**config.mk**
```make
export PLATFORM = sky130hd
export DESIGN_NAME = irq_flags
export DESIGN_NICKNAME = d
export VERILOG_FILES = /design/src/shared/irq_flags_pkg.sv /design/src/hdl/irq_flags.sv
export SDC_FILE = /design/constraint.sdc
export NUM_CORES = 1
export LEC_CHECK = 0
export BUFFER_PORTS_ARGS = -buffer_cell sky130_fd_sc_hd__buf_2
export CAP_MARGIN = 15
export CELL_PAD_IN_SITES_DETAIL_PLACEMENT = 0
export CELL_PAD_IN_SITES_GLOBAL_PLACEMENT = 1
export CORE_MARGIN = 2
export CORE_UTILIZATION = 38
export CTS_BUF_LIST = sky130_fd_sc_hd__clkbuf_2 sky130_fd_sc_hd__clkbuf_4 sky130_fd_sc_hd__clkbuf_8
export CTS_CLUSTER_DIAMETER = 60
export DETAILED_ROUTE_END_ITERATION = 8
export HOLD_SLACK_MARGIN = 0.06
export PLACE_DENSITY_LB_ADDON = 0.1
export RECOVER_POWER = 100
export SLEW_MARGIN = 25
export SYNTH_ARGS = -nofsm -noshare
export SYNTH_HDL_FRONTEND = slang
export SYNTH_SLANG_ARGS = --single-unit
```
**constraint.sdc**
```tcl
create_clock -name aclk -period 2.7 [get_ports aclk]
set_input_delay 0 -clock aclk [delete_from_list [all_inputs] [get_ports aclk]]
set_output_delay 0 -clock aclk [all_outputs]
set_load 0.02 [all_outputs]
```
**src/shared/irq_flags_pkg.sv**
```systemverilog
// constants, field positions and carrier types of the interrupt flag block
// assumes a single aclk domain and a 32-bit AXI4-Lite register bus
`default_nettype none

package irq_flags_pkg;

  // ==========================================================================
  // register byte addresses (one aligned word each, data in bits 7:0)
  localparam logic [7:0] ADDR_IRQ_CONTROL  = 8'h00; // core enables and flags
  localparam logic [7:0] ADDR_PERIPH_EN    = 8'h04; // peripheral enables
  localparam logic [7:0] ADDR_PERIPH_FLAG  = 8'h08; // peripheral flags
  localparam logic [7:0] ADDR_RESET_CAUSE  = 8'h0c; // reset cause status
  localparam logic [7:0] ADDR_PORT_MASK    = 8'h10; // per-pin change mask
  localparam logic [7:0] ADDR_EDGE_SELECT  = 8'h14; // external edge option

  // ==========================================================================
  // irq_control field positions
  localparam int IC_GLOBAL    = 7; // global_irq_enable
  localparam int IC_PERIPH    = 6; // periph_gate_enable
  localparam int IC_T0_EN     = 5; // timer0_ovf_enable
  localparam int IC_EXT_EN    = 4; // ext_pin_irq_enable
  localparam int IC_PORT_EN   = 3; // port_change_enable
  localparam int IC_T0_FLAG   = 2; // timer0_ovf_flag
  localparam int IC_EXT_FLAG  = 1; // ext_pin_irq_flag
  localparam int IC_PORT_FLAG = 0; // port_change_flag

  // peripheral enable / flag field positions (same layout in both)
  localparam int PB_ADC     = 6; // adc done
  localparam int PB_CAPCOMP = 5; // capture / compare
  localparam int PB_CMP2    = 4; // comparator 2 change
  localparam int PB_CMP1    = 3; // comparator 1 change
  localparam int PB_TMR2    = 1; // timer2 period match
  localparam int PB_TMR1    = 0; // timer1 overflow

  // implemented peripheral bits, full and reduced variant
  localparam logic [7:0] PERIPH_FULL_MASK    = 8'h7b;
  localparam logic [7:0] PERIPH_REDUCED_MASK = 8'h19;

  // reset cause field positions
  localparam int RC_POWER_ON = 1; // power-on status
  localparam int RC_BROWNOUT = 0; // brownout_status

  // ==========================================================================
  // reset values
  localparam logic [7:0] IRQ_CONTROL_RST = 8'h00;
  localparam logic [7:0] PERIPH_RST      = 8'h00;
  localparam logic [1:0] RESET_CAUSE_RST = 2'h0; // both causes read as 0
  localparam logic [5:0] PORT_MASK_RST   = 6'h00;
  localparam logic       EDGE_SELECT_RST = 1'b1; // rising edge after reset

  // ==========================================================================
  // bus responses
  localparam logic [1:0] RESP_OKAY   = 2'h0;
  localparam logic [1:0] RESP_SLVERR = 2'h2;

  // capture/compare unit mode as reported by the timer1 logic
  typedef enum logic [1:0] {
    CCP_OFF, CCP_CAPTURE, CCP_COMPARE, CCP_PWM
  } capcomp_mode_t;

  // event and level inputs from the surrounding peripherals
  typedef struct packed {
    logic          timer0_rollover; // pulse: timer0_count wrapped
    logic          ext_irq_pin;     // level of ext_irq_pin
    logic [5:0]    io_port_pins;    // levels of io_port_pins 5:0
    logic          adc_done;        // pulse: conversion complete
    capcomp_mode_t capcomp_mode;    // current capture/compare mode
    logic          capcomp_event;   // pulse: capture or compare match
    logic          cmp2_out;        // level: comparator 2 output
    logic          cmp1_out;        // level: comparator 1 output
    logic          timer2_match;    // pulse: timer2 equals timer2_period
    logic          timer1_ovf;      // pulse: timer1 overflow
    logic          brownout_reset;  // pulse: brown-out reset happened
    logic          brownout_enable; // level: brown-out reset enabled
  } irq_events_t;

  // whole state of the block
  typedef struct packed {
    logic [7:0] irq_control;  // core enables and flags
    logic [7:0] periph_en;    // peripheral enables
    logic [7:0] periph_flag;  // peripheral flags
    logic [1:0] reset_cause;  // power-on and brown-out status
    logic [5:0] port_mask;    // port_change_mask
    logic       edge_sel;     // ext_edge_select
    logic       ext_prev;     // last ext pin level
    logic [5:0] port_prev;    // last port levels
    logic       cmp2_prev;    // last comparator 2 level
    logic       cmp1_prev;    // last comparator 1 level
    logic       irq_request;  // request to the core
    logic       aw_held;      // write address captured
    logic       w_held;       // write data captured
    logic [7:0] waddr;        // captured write address
    logic [7:0] wdata;        // captured write data byte
    logic       wstrb0;       // captured lane 0 strobe
    logic       awready;      // write address ready
    logic       wready;       // write data ready
    logic       bvalid;       // write response valid
    logic [1:0] bresp;        // write response code
    logic       arready;      // read address ready
    logic       rvalid;       // read data valid
    logic [7:0] rdata;        // read data byte
    logic [1:0] rresp;        // read response code
  } state_t;

endpackage

`default_nettype wire

```
**src/hdl/irq_flags.sv**
```systemverilog
// interrupt enable/flag registers, request logic and reset cause status
// assumes inputs synchronous to aclk and an AXI4-Lite master that keeps
// valid and payload stable until ready
`timescale 1ns/100ps
`default_nettype none

module irq_flags #(
  parameter logic FULL_VARIANT = 1'b1 // 0: no adc, capcomp, timer2
) (
  input  wire logic                       aclk,          // core clock
  input  wire logic                       aresetn,       // sync reset, low
  input  wire logic [7:0]                 s_axi_awaddr,  // write address
  input  wire logic                       s_axi_awvalid, // address valid
  output var  logic                       s_axi_awready, // address ready
  input  wire logic [31:0]                s_axi_wdata,   // write data
  input  wire logic [3:0]                 s_axi_wstrb,   // byte strobes
  input  wire logic                       s_axi_wvalid,  // data valid
  output var  logic                       s_axi_wready,  // data ready
  output var  logic [1:0]                 s_axi_bresp,   // write response
  output var  logic                       s_axi_bvalid,  // response valid
  input  wire logic                       s_axi_bready,  // response ready
  input  wire logic [7:0]                 s_axi_araddr,  // read address
  input  wire logic                       s_axi_arvalid, // address valid
  output var  logic                       s_axi_arready, // address ready
  output var  logic [31:0]                s_axi_rdata,   // read data
  output var  logic [1:0]                 s_axi_rresp,   // read response
  output var  logic                       s_axi_rvalid,  // read valid
  input  wire logic                       s_axi_rready,  // read ready
  input  wire irq_flags_pkg::irq_events_t ev,            // peripheral events
  output var  logic                       irq_request    // request to core
);

  // ==========================================================================
  // implemented peripheral bits for this variant
  // full or reduced variant mask, chosen by FULL_VARIANT
  localparam logic [7:0] PERIPH_IMPL = FULL_VARIANT ?
    irq_flags_pkg::PERIPH_FULL_MASK : irq_flags_pkg::PERIPH_REDUCED_MASK;

  irq_flags_pkg::state_t s_q; // registered state
  irq_flags_pkg::state_t s_d; // next state

  // ==========================================================================
  // request decision, used by the next-state logic
  function automatic logic pending(input irq_flags_pkg::state_t s);
    logic [7:0] c;
    logic       core_hit;
    logic       periph_hit;
    c = s.irq_control;
    // core enables pair with their flags
    core_hit = (c[irq_flags_pkg::IC_T0_EN] & c[irq_flags_pkg::IC_T0_FLAG])
             | (c[irq_flags_pkg::IC_EXT_EN] & c[irq_flags_pkg::IC_EXT_FLAG])
             | (c[irq_flags_pkg::IC_PORT_EN]
                & c[irq_flags_pkg::IC_PORT_FLAG]);
    // peripheral gate in front of all peripheral sources
    periph_hit = c[irq_flags_pkg::IC_PERIPH]
               & (|(s.periph_en & s.periph_flag));
    pending = c[irq_flags_pkg::IC_GLOBAL] & (core_hit | periph_hit);
  endfunction

  // ==========================================================================
  // read decode: byte in low bits, bit 8 marks an unmapped address
  function automatic logic [8:0] read_reg(
    input irq_flags_pkg::state_t s,
    input logic [7:0]            addr,
    input logic                  bor_en
  );
    logic [7:0] rc;
    rc = 8'h00;
    // only the two low cause bits exist
    rc[irq_flags_pkg::RC_POWER_ON] = s.reset_cause[irq_flags_pkg::RC_POWER_ON];
    // brown-out status masked while brown-out reset is off
    rc[irq_flags_pkg::RC_BROWNOUT] =
      s.reset_cause[irq_flags_pkg::RC_BROWNOUT] & bor_en;
    case (addr)
      irq_flags_pkg::ADDR_IRQ_CONTROL: read_reg = {1'b0, s.irq_control};
      irq_flags_pkg::ADDR_PERIPH_EN:   read_reg = {1'b0,
                                                   s.periph_en & PERIPH_IMPL};
      irq_flags_pkg::ADDR_PERIPH_FLAG: read_reg = {1'b0,
                                                   s.periph_flag & PERIPH_IMPL};
      irq_flags_pkg::ADDR_RESET_CAUSE: read_reg = {1'b0, rc};
      irq_flags_pkg::ADDR_PORT_MASK:   read_reg = {3'h0, s.port_mask};
      irq_flags_pkg::ADDR_EDGE_SELECT: read_reg = {8'h00, s.edge_sel};
      default:                         read_reg = 9'h100;
    endcase
  endfunction

  // ==========================================================================
  // next state: bus slave, software writes, then hardware events on top
  always_comb begin
    logic       do_write;   // both write halves held, response free
    logic       ext_edge;   // qualified edge on the external pin
    logic [5:0] port_diff;  // masked pin changes
    logic [8:0] rd;         // read decode result
    do_write  = 1'b0;
    ext_edge  = 1'b0;
    port_diff = 6'h00;
    rd        = 9'h000;
    s_d       = s_q;

    // write address and data are taken in either order
    if (s_axi_awvalid && s_q.awready) begin
      s_d.aw_held = 1'b1;
      s_d.waddr   = s_axi_awaddr;
    end
    if (s_axi_wvalid && s_q.wready) begin
      s_d.w_held = 1'b1;
      s_d.wdata  = s_axi_wdata[7:0];
      s_d.wstrb0 = s_axi_wstrb[0];
    end
    // retire a finished write response
    if (s_q.bvalid && s_axi_bready) begin
      s_d.bvalid = 1'b0;
    end

    // the write acts one cycle after both halves are in
    do_write = s_q.aw_held && s_q.w_held && !s_q.bvalid;
    if (do_write) begin
      s_d.aw_held = 1'b0;
      s_d.w_held  = 1'b0;
      s_d.bvalid  = 1'b1;
      s_d.bresp   = irq_flags_pkg::RESP_OKAY;
      case (s_q.waddr)
        irq_flags_pkg::ADDR_IRQ_CONTROL: begin
          // flags are writable so software clears them here
          if (s_q.wstrb0) begin
            s_d.irq_control = s_q.wdata;
          end
        end
        irq_flags_pkg::ADDR_PERIPH_EN: begin
          if (s_q.wstrb0) begin
            s_d.periph_en = s_q.wdata & PERIPH_IMPL;
          end
        end
        irq_flags_pkg::ADDR_PERIPH_FLAG: begin
          if (s_q.wstrb0) begin
            s_d.periph_flag = s_q.wdata & PERIPH_IMPL;
          end
        end
        irq_flags_pkg::ADDR_RESET_CAUSE: begin
          // software marks the causes as seen
          if (s_q.wstrb0) begin
            s_d.reset_cause = s_q.wdata[1:0];
          end
        end
        irq_flags_pkg::ADDR_PORT_MASK: begin
          if (s_q.wstrb0) begin
            s_d.port_mask = s_q.wdata[5:0];
          end
        end
        irq_flags_pkg::ADDR_EDGE_SELECT: begin
          if (s_q.wstrb0) begin
            s_d.edge_sel = s_q.wdata[0];
          end
        end
        default: begin
          // unmapped: nothing stored, error answered
          s_d.bresp = irq_flags_pkg::RESP_SLVERR;
        end
      endcase
    end

    // reads see the state before this cycle's updates
    if (s_q.rvalid && s_axi_rready) begin
      s_d.rvalid = 1'b0;
    end
    if (s_axi_arvalid && s_q.arready) begin
      rd         = read_reg(s_q, s_axi_araddr, ev.brownout_enable);
      s_d.rvalid = 1'b1;
      s_d.rdata  = rd[7:0];
      s_d.rresp  = rd[8] ? irq_flags_pkg::RESP_SLVERR
                         : irq_flags_pkg::RESP_OKAY;
    end

    // hardware sets are or-ed after the write, so an event in the
    // cycle of a clearing write survives
    // edge select picks the polarity
    ext_edge = s_q.edge_sel ? (ev.ext_irq_pin && !s_q.ext_prev)
                            : (!ev.ext_irq_pin && s_q.ext_prev);
    // only masked pins count as a change
    port_diff = (ev.io_port_pins ^ s_q.port_prev) & s_q.port_mask;
    if (ev.timer0_rollover) begin
      s_d.irq_control[irq_flags_pkg::IC_T0_FLAG] = 1'b1;
    end
    if (ext_edge) begin
      s_d.irq_control[irq_flags_pkg::IC_EXT_FLAG] = 1'b1;
    end
    if (|port_diff) begin
      s_d.irq_control[irq_flags_pkg::IC_PORT_FLAG] = 1'b1;
    end
    if (ev.adc_done) begin
      s_d.periph_flag[irq_flags_pkg::PB_ADC] = 1'b1;
    end
    // capture or compare only, pwm leaves the flag alone
    if (ev.capcomp_event
        && (ev.capcomp_mode == irq_flags_pkg::CCP_CAPTURE
            || ev.capcomp_mode == irq_flags_pkg::CCP_COMPARE)) begin
      s_d.periph_flag[irq_flags_pkg::PB_CAPCOMP] = 1'b1;
    end
    if (ev.cmp2_out != s_q.cmp2_prev) begin
      s_d.periph_flag[irq_flags_pkg::PB_CMP2] = 1'b1;
    end
    if (ev.cmp1_out != s_q.cmp1_prev) begin
      s_d.periph_flag[irq_flags_pkg::PB_CMP1] = 1'b1;
    end
    if (ev.timer2_match) begin
      s_d.periph_flag[irq_flags_pkg::PB_TMR2] = 1'b1;
    end
    if (ev.timer1_ovf) begin
      s_d.periph_flag[irq_flags_pkg::PB_TMR1] = 1'b1;
    end
    // absent peripherals never show a flag
    s_d.periph_flag = s_d.periph_flag & PERIPH_IMPL;
    // a brown-out beats a software set in the same cycle
    if (ev.brownout_reset) begin
      s_d.reset_cause[irq_flags_pkg::RC_BROWNOUT] = 1'b0;
    end

    // remember levels for edge and change detection
    s_d.ext_prev  = ev.ext_irq_pin;
    s_d.port_prev = ev.io_port_pins;
    s_d.cmp2_prev = ev.cmp2_out;
    s_d.cmp1_prev = ev.cmp1_out;

    // readies follow from what is held; one write and one read at a time
    s_d.awready = !s_d.aw_held && !s_d.bvalid;
    s_d.wready  = !s_d.w_held && !s_d.bvalid;
    s_d.arready = !s_d.rvalid;

    // request registered from the next state
    s_d.irq_request = pending(s_d);

    // power-on reset; levels are sampled so no false change follows
    if (!aresetn) begin
      s_d             = '0;
      s_d.irq_control = irq_flags_pkg::IRQ_CONTROL_RST;
      s_d.periph_en   = irq_flags_pkg::PERIPH_RST;
      s_d.periph_flag = irq_flags_pkg::PERIPH_RST;
      // power-on status reads 0 after power-on
      s_d.reset_cause = irq_flags_pkg::RESET_CAUSE_RST;
      s_d.port_mask   = irq_flags_pkg::PORT_MASK_RST;
      s_d.edge_sel    = irq_flags_pkg::EDGE_SELECT_RST;
      s_d.ext_prev    = ev.ext_irq_pin;
      s_d.port_prev   = ev.io_port_pins;
      s_d.cmp2_prev   = ev.cmp2_out;
      s_d.cmp1_prev   = ev.cmp1_out;
    end
  end

  // ==========================================================================
  // state register, synchronous reset handled above
  always_ff @(posedge aclk) begin
    s_q <= s_d;
  end

  // outputs straight from the state flip-flops
  assign s_axi_awready = s_q.awready;
  assign s_axi_wready  = s_q.wready;
  assign s_axi_bvalid  = s_q.bvalid;
  assign s_axi_bresp   = s_q.bresp;
  assign s_axi_arready = s_q.arready;
  assign s_axi_rvalid  = s_q.rvalid;
  assign s_axi_rresp   = s_q.rresp;
  assign s_axi_rdata   = {24'h000000, s_q.rdata};
  assign irq_request   = s_q.irq_request;
endmodule

`default_nettype wire

```
== Yosys cells after proc, flatten, opt, wreduce, memory -nomap -nowiden ==
Cells that the tools add are included.

* Equal/unequal tests: 14
* Mux-type cells: 34
* Bitwise gates (word level): 13
* Reductions and logical operators: 29

{| class="wikitable"
|+ Operators with widths
! kind !! count
|-
| $pmux 9 s6 || 1
|-
| $mux 8 || 6
|-
| $mux 33 || 1
|-
| $eq 8x4->1 const B || 4
|-
| $eq 8x5->1 const B || 4
|-
| $eq 8x3->1 const B || 2
|-
| $logic_not 8->1 || 2
|-
| $mux 1 || 16
|-
| $logic_and 1x1->1 || 12
|-
| $mux 6 || 2
|-
| $reduce_or 6->1 || 2
|-
| $mux 11 || 1
|-
| $mux 2 || 5
|-
| $mux 9 || 1
|-
| $reduce_and 3->1 || 3
|-
| $and 8x7->8 || 1
|-
| $reduce_or 8->1 || 1
|-
| $logic_not 1->1 || 7
|-
| $and 1x1->1 || 6
|-
| $and 6x6->6 || 1
|-
| $xor 6x6->6 || 1
|-
| $mux 3 || 1
|-
| $or 1x1->1 || 3
|-
| $eq 2x1->1 const B || 1
|-
| 5 further kinds || 6
|}

* Bits in registers: 79
* Input port bits: 77
* Output and inout port bits: 42
* Logic and storage cells: 116

== Depth between registers and ports, before layout ==
Gate-level depths: netlist of the first run.

* Word-level depth: 9
* Depth in mapped cells: 9
* Mapped depth without buffers: 7

== Least setup slack after synthesis of the first run ==
Ideal clock, no wire load.

* Path type: flip-flop to flip-flop
* Start: register s_q[27] in the netlist's numbering
* End: register s_q, in the netlist irq_request
* Library setup time: 120 ps
* Data arrival time: 2369 ps
* Required time: 2580 ps
* Slack: 212 ps
* Cell stages (with the launch flop): 8
* Buffers on the path: 1
* Clock period less this slack: 2488 ps
* Cells stage by stage: dfxtp_1 or4_1 buf_2 or4_4 o32a_1 a221oi_2 a31oi_1 o31a_1

* Word-level cells in the longest chain between the ends: 9
* Elaborated cells between the ends (all ways): 26
* Those cells by class: eq/ne: 2; mux: 13; bitwise: 9; reduce/logical: 2

{| class="wikitable"
|+ RTL lines
! element !! line !! RTL
|-
| start: declaration || irq_flags.sv:39 || <nowiki>irq_flags_pkg::state_t s_q;</nowiki>
|-
| start signal: assignment || irq_flags.sv:252 || <nowiki>s_q <= s_d;</nowiki>
|-
| $eq 8x4->1 or $logic_not 8->1 (tied branches) || irq_flags.sv:122 || <nowiki>case (s_q.waddr)</nowiki>
|-
| $mux 8 || irq_flags.sv:122 ||
|-
| $mux 33 * || irq_flags.sv:117 || <nowiki>if (do_write) begin</nowiki>
|-
| $mux 1 (tied with other cells) || irq_flags.sv:208 || <nowiki>if (ev.timer1_ovf) begin</nowiki>
|-
| $and 8x7->8 (tied with other cells) || irq_flags.sv:56 || <nowiki>& (|(s.periph_en & s.periph_flag));</nowiki>
|-
| $reduce_or 8->1 or $or 1x1->1 (tied branches) || irq_flags.sv:56, irq_flags.sv:51 ||
|-
| $and 1x1->1 or $or 1x1->1 (tied branches) || irq_flags.sv:56, irq_flags.sv:52 ||
|-
| $or 1x1->1 || irq_flags.sv:57 || <nowiki>pending = c[irq_flags_pkg::IC_GLOBAL] & (core_hit | periph_hit);</nowiki>
|-
| $and 1x1->1 * || irq_flags.sv:57 ||
|}

Every way passes the cells marked *; elsewhere a longest branch is shown, timed or not.
A chain may end at the register's enable or synchronous reset.

== Worst setup path in the final report of the first run ==
Same ends and word-level chain as after synthesis.

==> results of run 1 <==
-- layout make-up --
cell class | count | share of cell area (%)
clock buffers | 9 | 2.81
clock inverters | 7 | 2.16
inverters | 6 | 0.512
multi-input cells | 300 | 41.8
flip-flops and latches | 73 | 33.2
well taps | 111 | 3.15
repair buffers | 111 | 16.3
-- state kept, by name, indices dropped and copies added, names as in the netlist --
name / cells
irq_request: 1
s_axi_arready: 1
s_axi_awready: 1
s_axi_bresp: 1
s_axi_bvalid: 1
s_axi_rdata: 8
s_axi_rresp: 1
s_axi_rvalid: 1
s_axi_wready: 1
s_q: 57
-- path summary, 6_finish.rpt --
kind                         from             end  slack [ns]  cells after the start
setup reg to reg          s_q[27]     irq_request        0.14                      6
setup / recovery          s_q[27]     irq_request        0.14                      6
hold / removal    s_axi_araddr[6]  s_axi_rdata[6]        0.09                      6
hold reg to reg           s_q[27]         s_q[27]        0.47                      2
-- per-layer routing --
metal / track usage, % / wire, um / up-vias
li1: - / - / 1526
met1: 21.5 / 3890 / 1370
met2: 31.8 / 4370 / 58
met3: 4.99 / 339 / 11
met4: 4.47 / 125 / 0
met5: 0 / 0 / -
-- synthesized netlist by cell type, types with 4 or more instances --
library cell,instances
dfxtp_1,73
nand2_1,66
buf_4,36
a21boi_0,33
nor2_1,21
nor2b_1,20
mux2i_1,18
clkbuf_1,14
a21oi_1,12
o21ai_0,11
a22oi_1,8
nand3_1,7
xor2_1,7
inv_1,6
nor3b_1,6
and3_1,5
nand2b_1,5
and2_1,4
mux2_2,4
nor3_1,4
o22ai_1,4
-- power groups by stage --
stage | Combinational [W] | Sequential, W | Clock [W]
floorplan | 0.000187 | 0.00117 | 0
global placement | 0.000242 | 0.00117 | 0
detailed placement | 0.000243 | 0.00117 | 0
CTS | 0.000283 | 0.00115 | 0.000970
global route | 0.000309 | 0.00115 | 0.00102
finish | 0.000275 | 0.00115 | 0.000940
-- stage by stage --
step                total power [W]  worst slack, ns  instances  cell area (um2)  utilization (%)
global placement            0.00141            0.163        566             3880             42.2
global route                0.00248          0.00431        617             4400             47.9
detailed placement          0.00142            0.158        566             3880             42.2
finish                      0.00236            0.142        617             4400             47.9
floorplan                   0.00136            0.212        433             3670                -
CTS                         0.00240            0.141        617             4450             48.4
-- kinds of logic after synthesis --
family / Yosys count / synth area share (%)
mux: 24 / 7.55
buf+inv: 60 / 10.3
compound gates: 85 / 16.6
simple gates: 156 / 22.3
flops: 73 / 40.8
xor+xnor: 9 / 2.20
other cells: 1 / 0.105
-- worst register-to-register path, stage by stage, from the launching register on --
cell	delay, ns
dfxtp_1	0.31
or4_1	0.55
or4_4	0.57
nand2b_4	0.24
a211oi_1	0.36
o22ai_1	0.15
o31a_1	0.28
==> metrics, run 1 <==
post-synthesis register bit count=73; synth unique cells=51; register area share after synthesis=between 40 and 50%; setup bufs post-CTS=0; internal power=approximately 0.0018 W; cell count after synthesis=around 410; Layout Skew=0.00905 ns; DRC Markers=0; critical path class=reg2reg; max cap viols=0; setup total negative slack=0 ns; Avg WL per Cell=14.1 um; Worst EP arrival=2.80 ns; CP Launch Type=flop; Fin Hold WS=roughly 0.087 ns; fin crit period=roughly 2.6 ns; worst-path fanout max=11; Logic pwr share=a little under an eighth; Clk pin slew, worst setup/hold paths=about 0.08 ns; Initial DRT Pass Iterations=4; Synth area leaders=dfxtp_1 (41%), buf_4 (7.6%), a21boi_0 (6.9%), nand2_1 (6.9%), mux2i_1 (5.0%); YS warnings=0; DP Wirelength=between 6000 and 7000 um; area delta synth->final=23.0%; Sink Count=73; commonest non-fill, non-tap cell in the layout=dfxtp_1; Worst VDD drop=between 200 and 300 uV; die area=a little over 10000 um2; Slew HR=46.0%; Worst-Margin Slew=0.806 ns; NumNets Final=578; starting density of the core=a little under 40%; num ports=about 120; Yosys top cell by area=dfxtp_1; critical path, cell by cell=or4_1, or4_4, nand2b_4, a211oi_1, o22ai_1, o31a_1; CP Buf/Inv Count=0; Final Max Tran Viols=0; # port buffers=between 60 and 70; clk root buf=clkbuf_8; routed wire length=approximately 8700 um; Leak=1.74 nW; status=complete, no violations; Hold Vio Cnt, Final=0; GP Congestion=0.883; share of layout cells above drive strength 1=15.2%; Die Ht=around 100 um; Power Dens Cells=537 nW/um2; multi-input logic area=approximately 1800 um2; ANT nets after route=0; CP top delay family=simple AND/OR/NAND/NOR gates; top_reg_cell synth=dfxtp_1; hold_buf cts=35; f_max=a little under 0.4 GHz; DIE WIDTH=~100 um; RSZ-0062 raised after global routing=false; FILL cells=between 900 and 1000; row cnt=35; Sequential Power Share=between 40 and 50%; async set-reset flop share out of synthesis=0%; period utilization=between 90% and 100%; ant diodes=0; number of flops mapped to enable cells by yosys=0; register area=roughly 1500 um2; Clock Path Buffers=2; most frequent cells in the layout=dfxtp_1 (73), nand2_1 (66), buf_2 (40); Worst Hold Class=in2reg; synthesized area=between 3000 and 4000 um2; Sw Share=roughly a quarter; Via Count=2965; via/cell ratio=between 4 and 5; vias in the first global route=2900; largest net degree at the start of global routing=40; clock share of power=39.8%; Data required, critical path=2.94 ns; initial DRC count=a little over 70; TritonCTS buffer count=9; initial antenna violation count=0; CP max-delay cell=or4_4; GRT Util Overall=between 10% and 20%; core footprint=9200 um2; H-tree level count=3; TritonCTS clock tree=done; clk_lat worst skew=around 0.35 ns; total of cells resized after clock tree synthesis=0; synthesized area per cell=8.77 um2; CP max stage delay=between 0.5 and 0.6 ns; gr ovfl total=0; first-pass GRT wire length=~14000 um; P_sw=a little over 0.0006 W; CP endpoint kind=flop; Final setup viols=0; top cell type's share of synthesized area=between 40% and 50%
No activity file was read; power rests on OpenSTA's default activity.
==> run 2, diff against run 1 <==
--- a/config.mk
+++ b/config.mk
@@ -9,7 +9,8 @@
 export CAP_MARGIN = 15
 export CELL_PAD_IN_SITES_DETAIL_PLACEMENT = 0
 export CELL_PAD_IN_SITES_GLOBAL_PLACEMENT = 1
-export CORE_MARGIN = 2
+export CORE_ASPECT_RATIO = 0.7
+export CORE_MARGIN = 1.5
 export CORE_UTILIZATION = 38
 export CTS_BUF_LIST = sky130_fd_sc_hd__clkbuf_2 sky130_fd_sc_hd__clkbuf_4 sky130_fd_sc_hd__clkbuf_8
 export CTS_CLUSTER_DIAMETER = 60
==> metrics, run 2 (synthesis gave the netlist of run 1 again) <==
status=complete, no violations; via/cell ratio=4.80 (about the same); clk root buf=clkbuf_8; initial antenna violation count=0 (unchanged); setup total negative slack=0 ns (unchanged); share of layout cells above drive strength 1=15.4% (+0.21 points); Hold Vio Cnt, Final=0 (unchanged); Sequential Power Share=46.6% (-2.0 points); num ports=119 (unchanged); DIE WIDTH=119 um (+18%); Sw Share=24.9% (-0.71 points); Data required, critical path=2.97 ns (+0.03 ns); TritonCTS buffer count=9 (unchanged); fin area=4490 um2 (+2.1%); Cell Area, Placed=3910 um2 (+0.81%); largest net degree at the start of global routing=40 (unchanged); Worst Hold Class=in2reg; Worst R2R Setup Slack=0.12 ns (-0.02 ns); vias in the first global route=2842 (-2.0%); Final Max Tran Viols=0 (unchanged); Power Dens Cells=549 nW/um2 (+2.3%); fin crit period=2.58 ns (+0.0187 ns); GP Congestion=0.824 (-6.7%); core footprint=9110 um2 (-0.97%); Initial DRT Pass Iterations=4 (unchanged); Worst-Margin Slew=0.598 ns (-0.207 ns); H-tree level count=3 (unchanged); f_max=0.388 GHz (-0.72%); clock share of power=42.0% (+2.2 points); internal power=0.00185 W (+5.4%); CP Buf/Inv Count=0 (unchanged); Logic pwr share=11.4% (-0.2 points); FILL cells=927 (unchanged); RSZ-0062 raised after global routing=false; period utilization=95.4% (+0.69 points); max cap viols=0 (unchanged); Sink Count=73 (unchanged); gr ovfl total=0 (unchanged); initial DRC count=141 (+96%); starting density of the core=39.3% (+0.38 points); commonest non-fill, non-tap cell in the layout=dfxtp_1; Layout Skew=0.0128 ns (+0.00378 ns); most frequent cells in the layout=dfxtp_1 (73), nand2_1 (66), buf_2 (40); Final setup viols=0 (unchanged); Avg WL per Cell=13.7 um (-3.0%); CP max-delay cell=or4_1; area delta synth->final=25.6%; Clk pin slew, worst setup/hold paths=0.08 ns (about the same); Top reg by flops=s_q; Leak=1.78 nW (+2.0%); NumNets Final=584 (+1.0%); max FFs per register=57 (unchanged); DRC Markers=0 (unchanged); Slew HR=60.1% (+14 points); Clock Path Buffers=2 (unchanged); Worst VDD drop=382 uV (+36%); critical path, cell by cell=or4_1, or4_4, o32a_1, a221oi_2, a31oi_1, o31a_1; CP max stage delay=0.59 ns (+0.02 ns); routed wire length=8730 um (about the same); CP top delay family=simple AND/OR/NAND/NOR gates; CP endpoint kind=flop; clk_lat worst skew=0.37 ns (+0.02 ns); row cnt=29 (-17%); TritonCTS clock tree=done; P_sw=0.000614 W (+1.5%); ANT nets after route=0 (unchanged); first-pass GRT wire length=14100 um (-0.92%); # port buffers=65 (unchanged); critical path class=reg2reg; CP Launch Type=flop; Die Ht=84.2 um (-17%); GRT Util Overall=18.3% (+0.30 points); worst-path fanout max=5 (-6); die area=10000 um2 (-1.9%); ant diodes=0 (unchanged); Via Count=3054 (+3.0%); DP Wirelength=6450 um (+0.35%); Worst EP arrival=2.84 ns (+0.04 ns)
-- run 2: per-stage QoR --
step | util (%) | std cells | setup WS (ns) | hold WS, ns | power, W
floorplan | - | 433 | 0.212 | 0.0277 | 0.00136
global placement | 42.9 | 581 | 0.130 | 0.125 | 0.00142
detailed placement | 42.9 | 581 | 0.128 | 0.129 | 0.00142
CTS | 49.8 | 636 | 0.121 | 0.106 | 0.00251
global route | 49.3 | 636 | 0.0264 | 0.159 | 0.00259
finish | 49.3 | 636 | 0.124 | 0.125 | 0.00247
-- run 2: layout make-up --
cell class              count  area, um2  share of cell area, %
well taps                 124        155                   3.45
repair buffers            117        774                   17.2
inverters                   6       22.5                  0.501
clock buffers               9        124                   2.76
clock inverters             7        116                   2.59
multi-input cells         300       1840                   41.0
flip-flops and latches     73       1460                   32.5
-- run 2: power by group through the flow --
stage               clock [W]  sequential [W]  combinational, W
floorplan                   0         0.00117          0.000187
global placement            0         0.00117          0.000243
detailed placement          0         0.00117          0.000245
CTS                   0.00107         0.00115          0.000288
global route          0.00112         0.00115          0.000312
finish                0.00104         0.00115          0.000281
-- run 2: path summary, 6_finish.rpt --
path                               startpoint     endpoint  cells past startpoint
worst min register to register        s_q[32]      s_q[32]                      2
worst max register to register        s_q[27]  irq_request                      6
worst max-delay path                  s_q[27]  irq_request                      6
worst min-delay path            s_axi_awvalid      s_q[31]                      4
-- run 2: what timing repair did --
item | in CTS | in global routing
endpoints found under the setup margin | 0 | 6
hold endpoints to repair | 42 | 0
resized for setup | 0 | 1
hold buffers | 39 | 0
setup buffers | 0 | 0
-- run 2: worst reg2reg max path, stage by stage, from the launching register on --
cell	delay, ns
dfxtp_1	0.31
or4_1	0.59
or4_4	0.59
o32a_1	0.36
a221oi_2	0.24
a31oi_1	0.15
o31a_1	0.24
-- run 2: layer usage --
layer	share of wire [%]	wire (um)	vias up	track usage, %
li1	-	-	1545	-
met1	54	4700	1412	25.9
met2	41	3560	83	26.6
met4	1.1	97	0	6.24
met5	0	0	-	0
met3	4.3	376	14	5.23
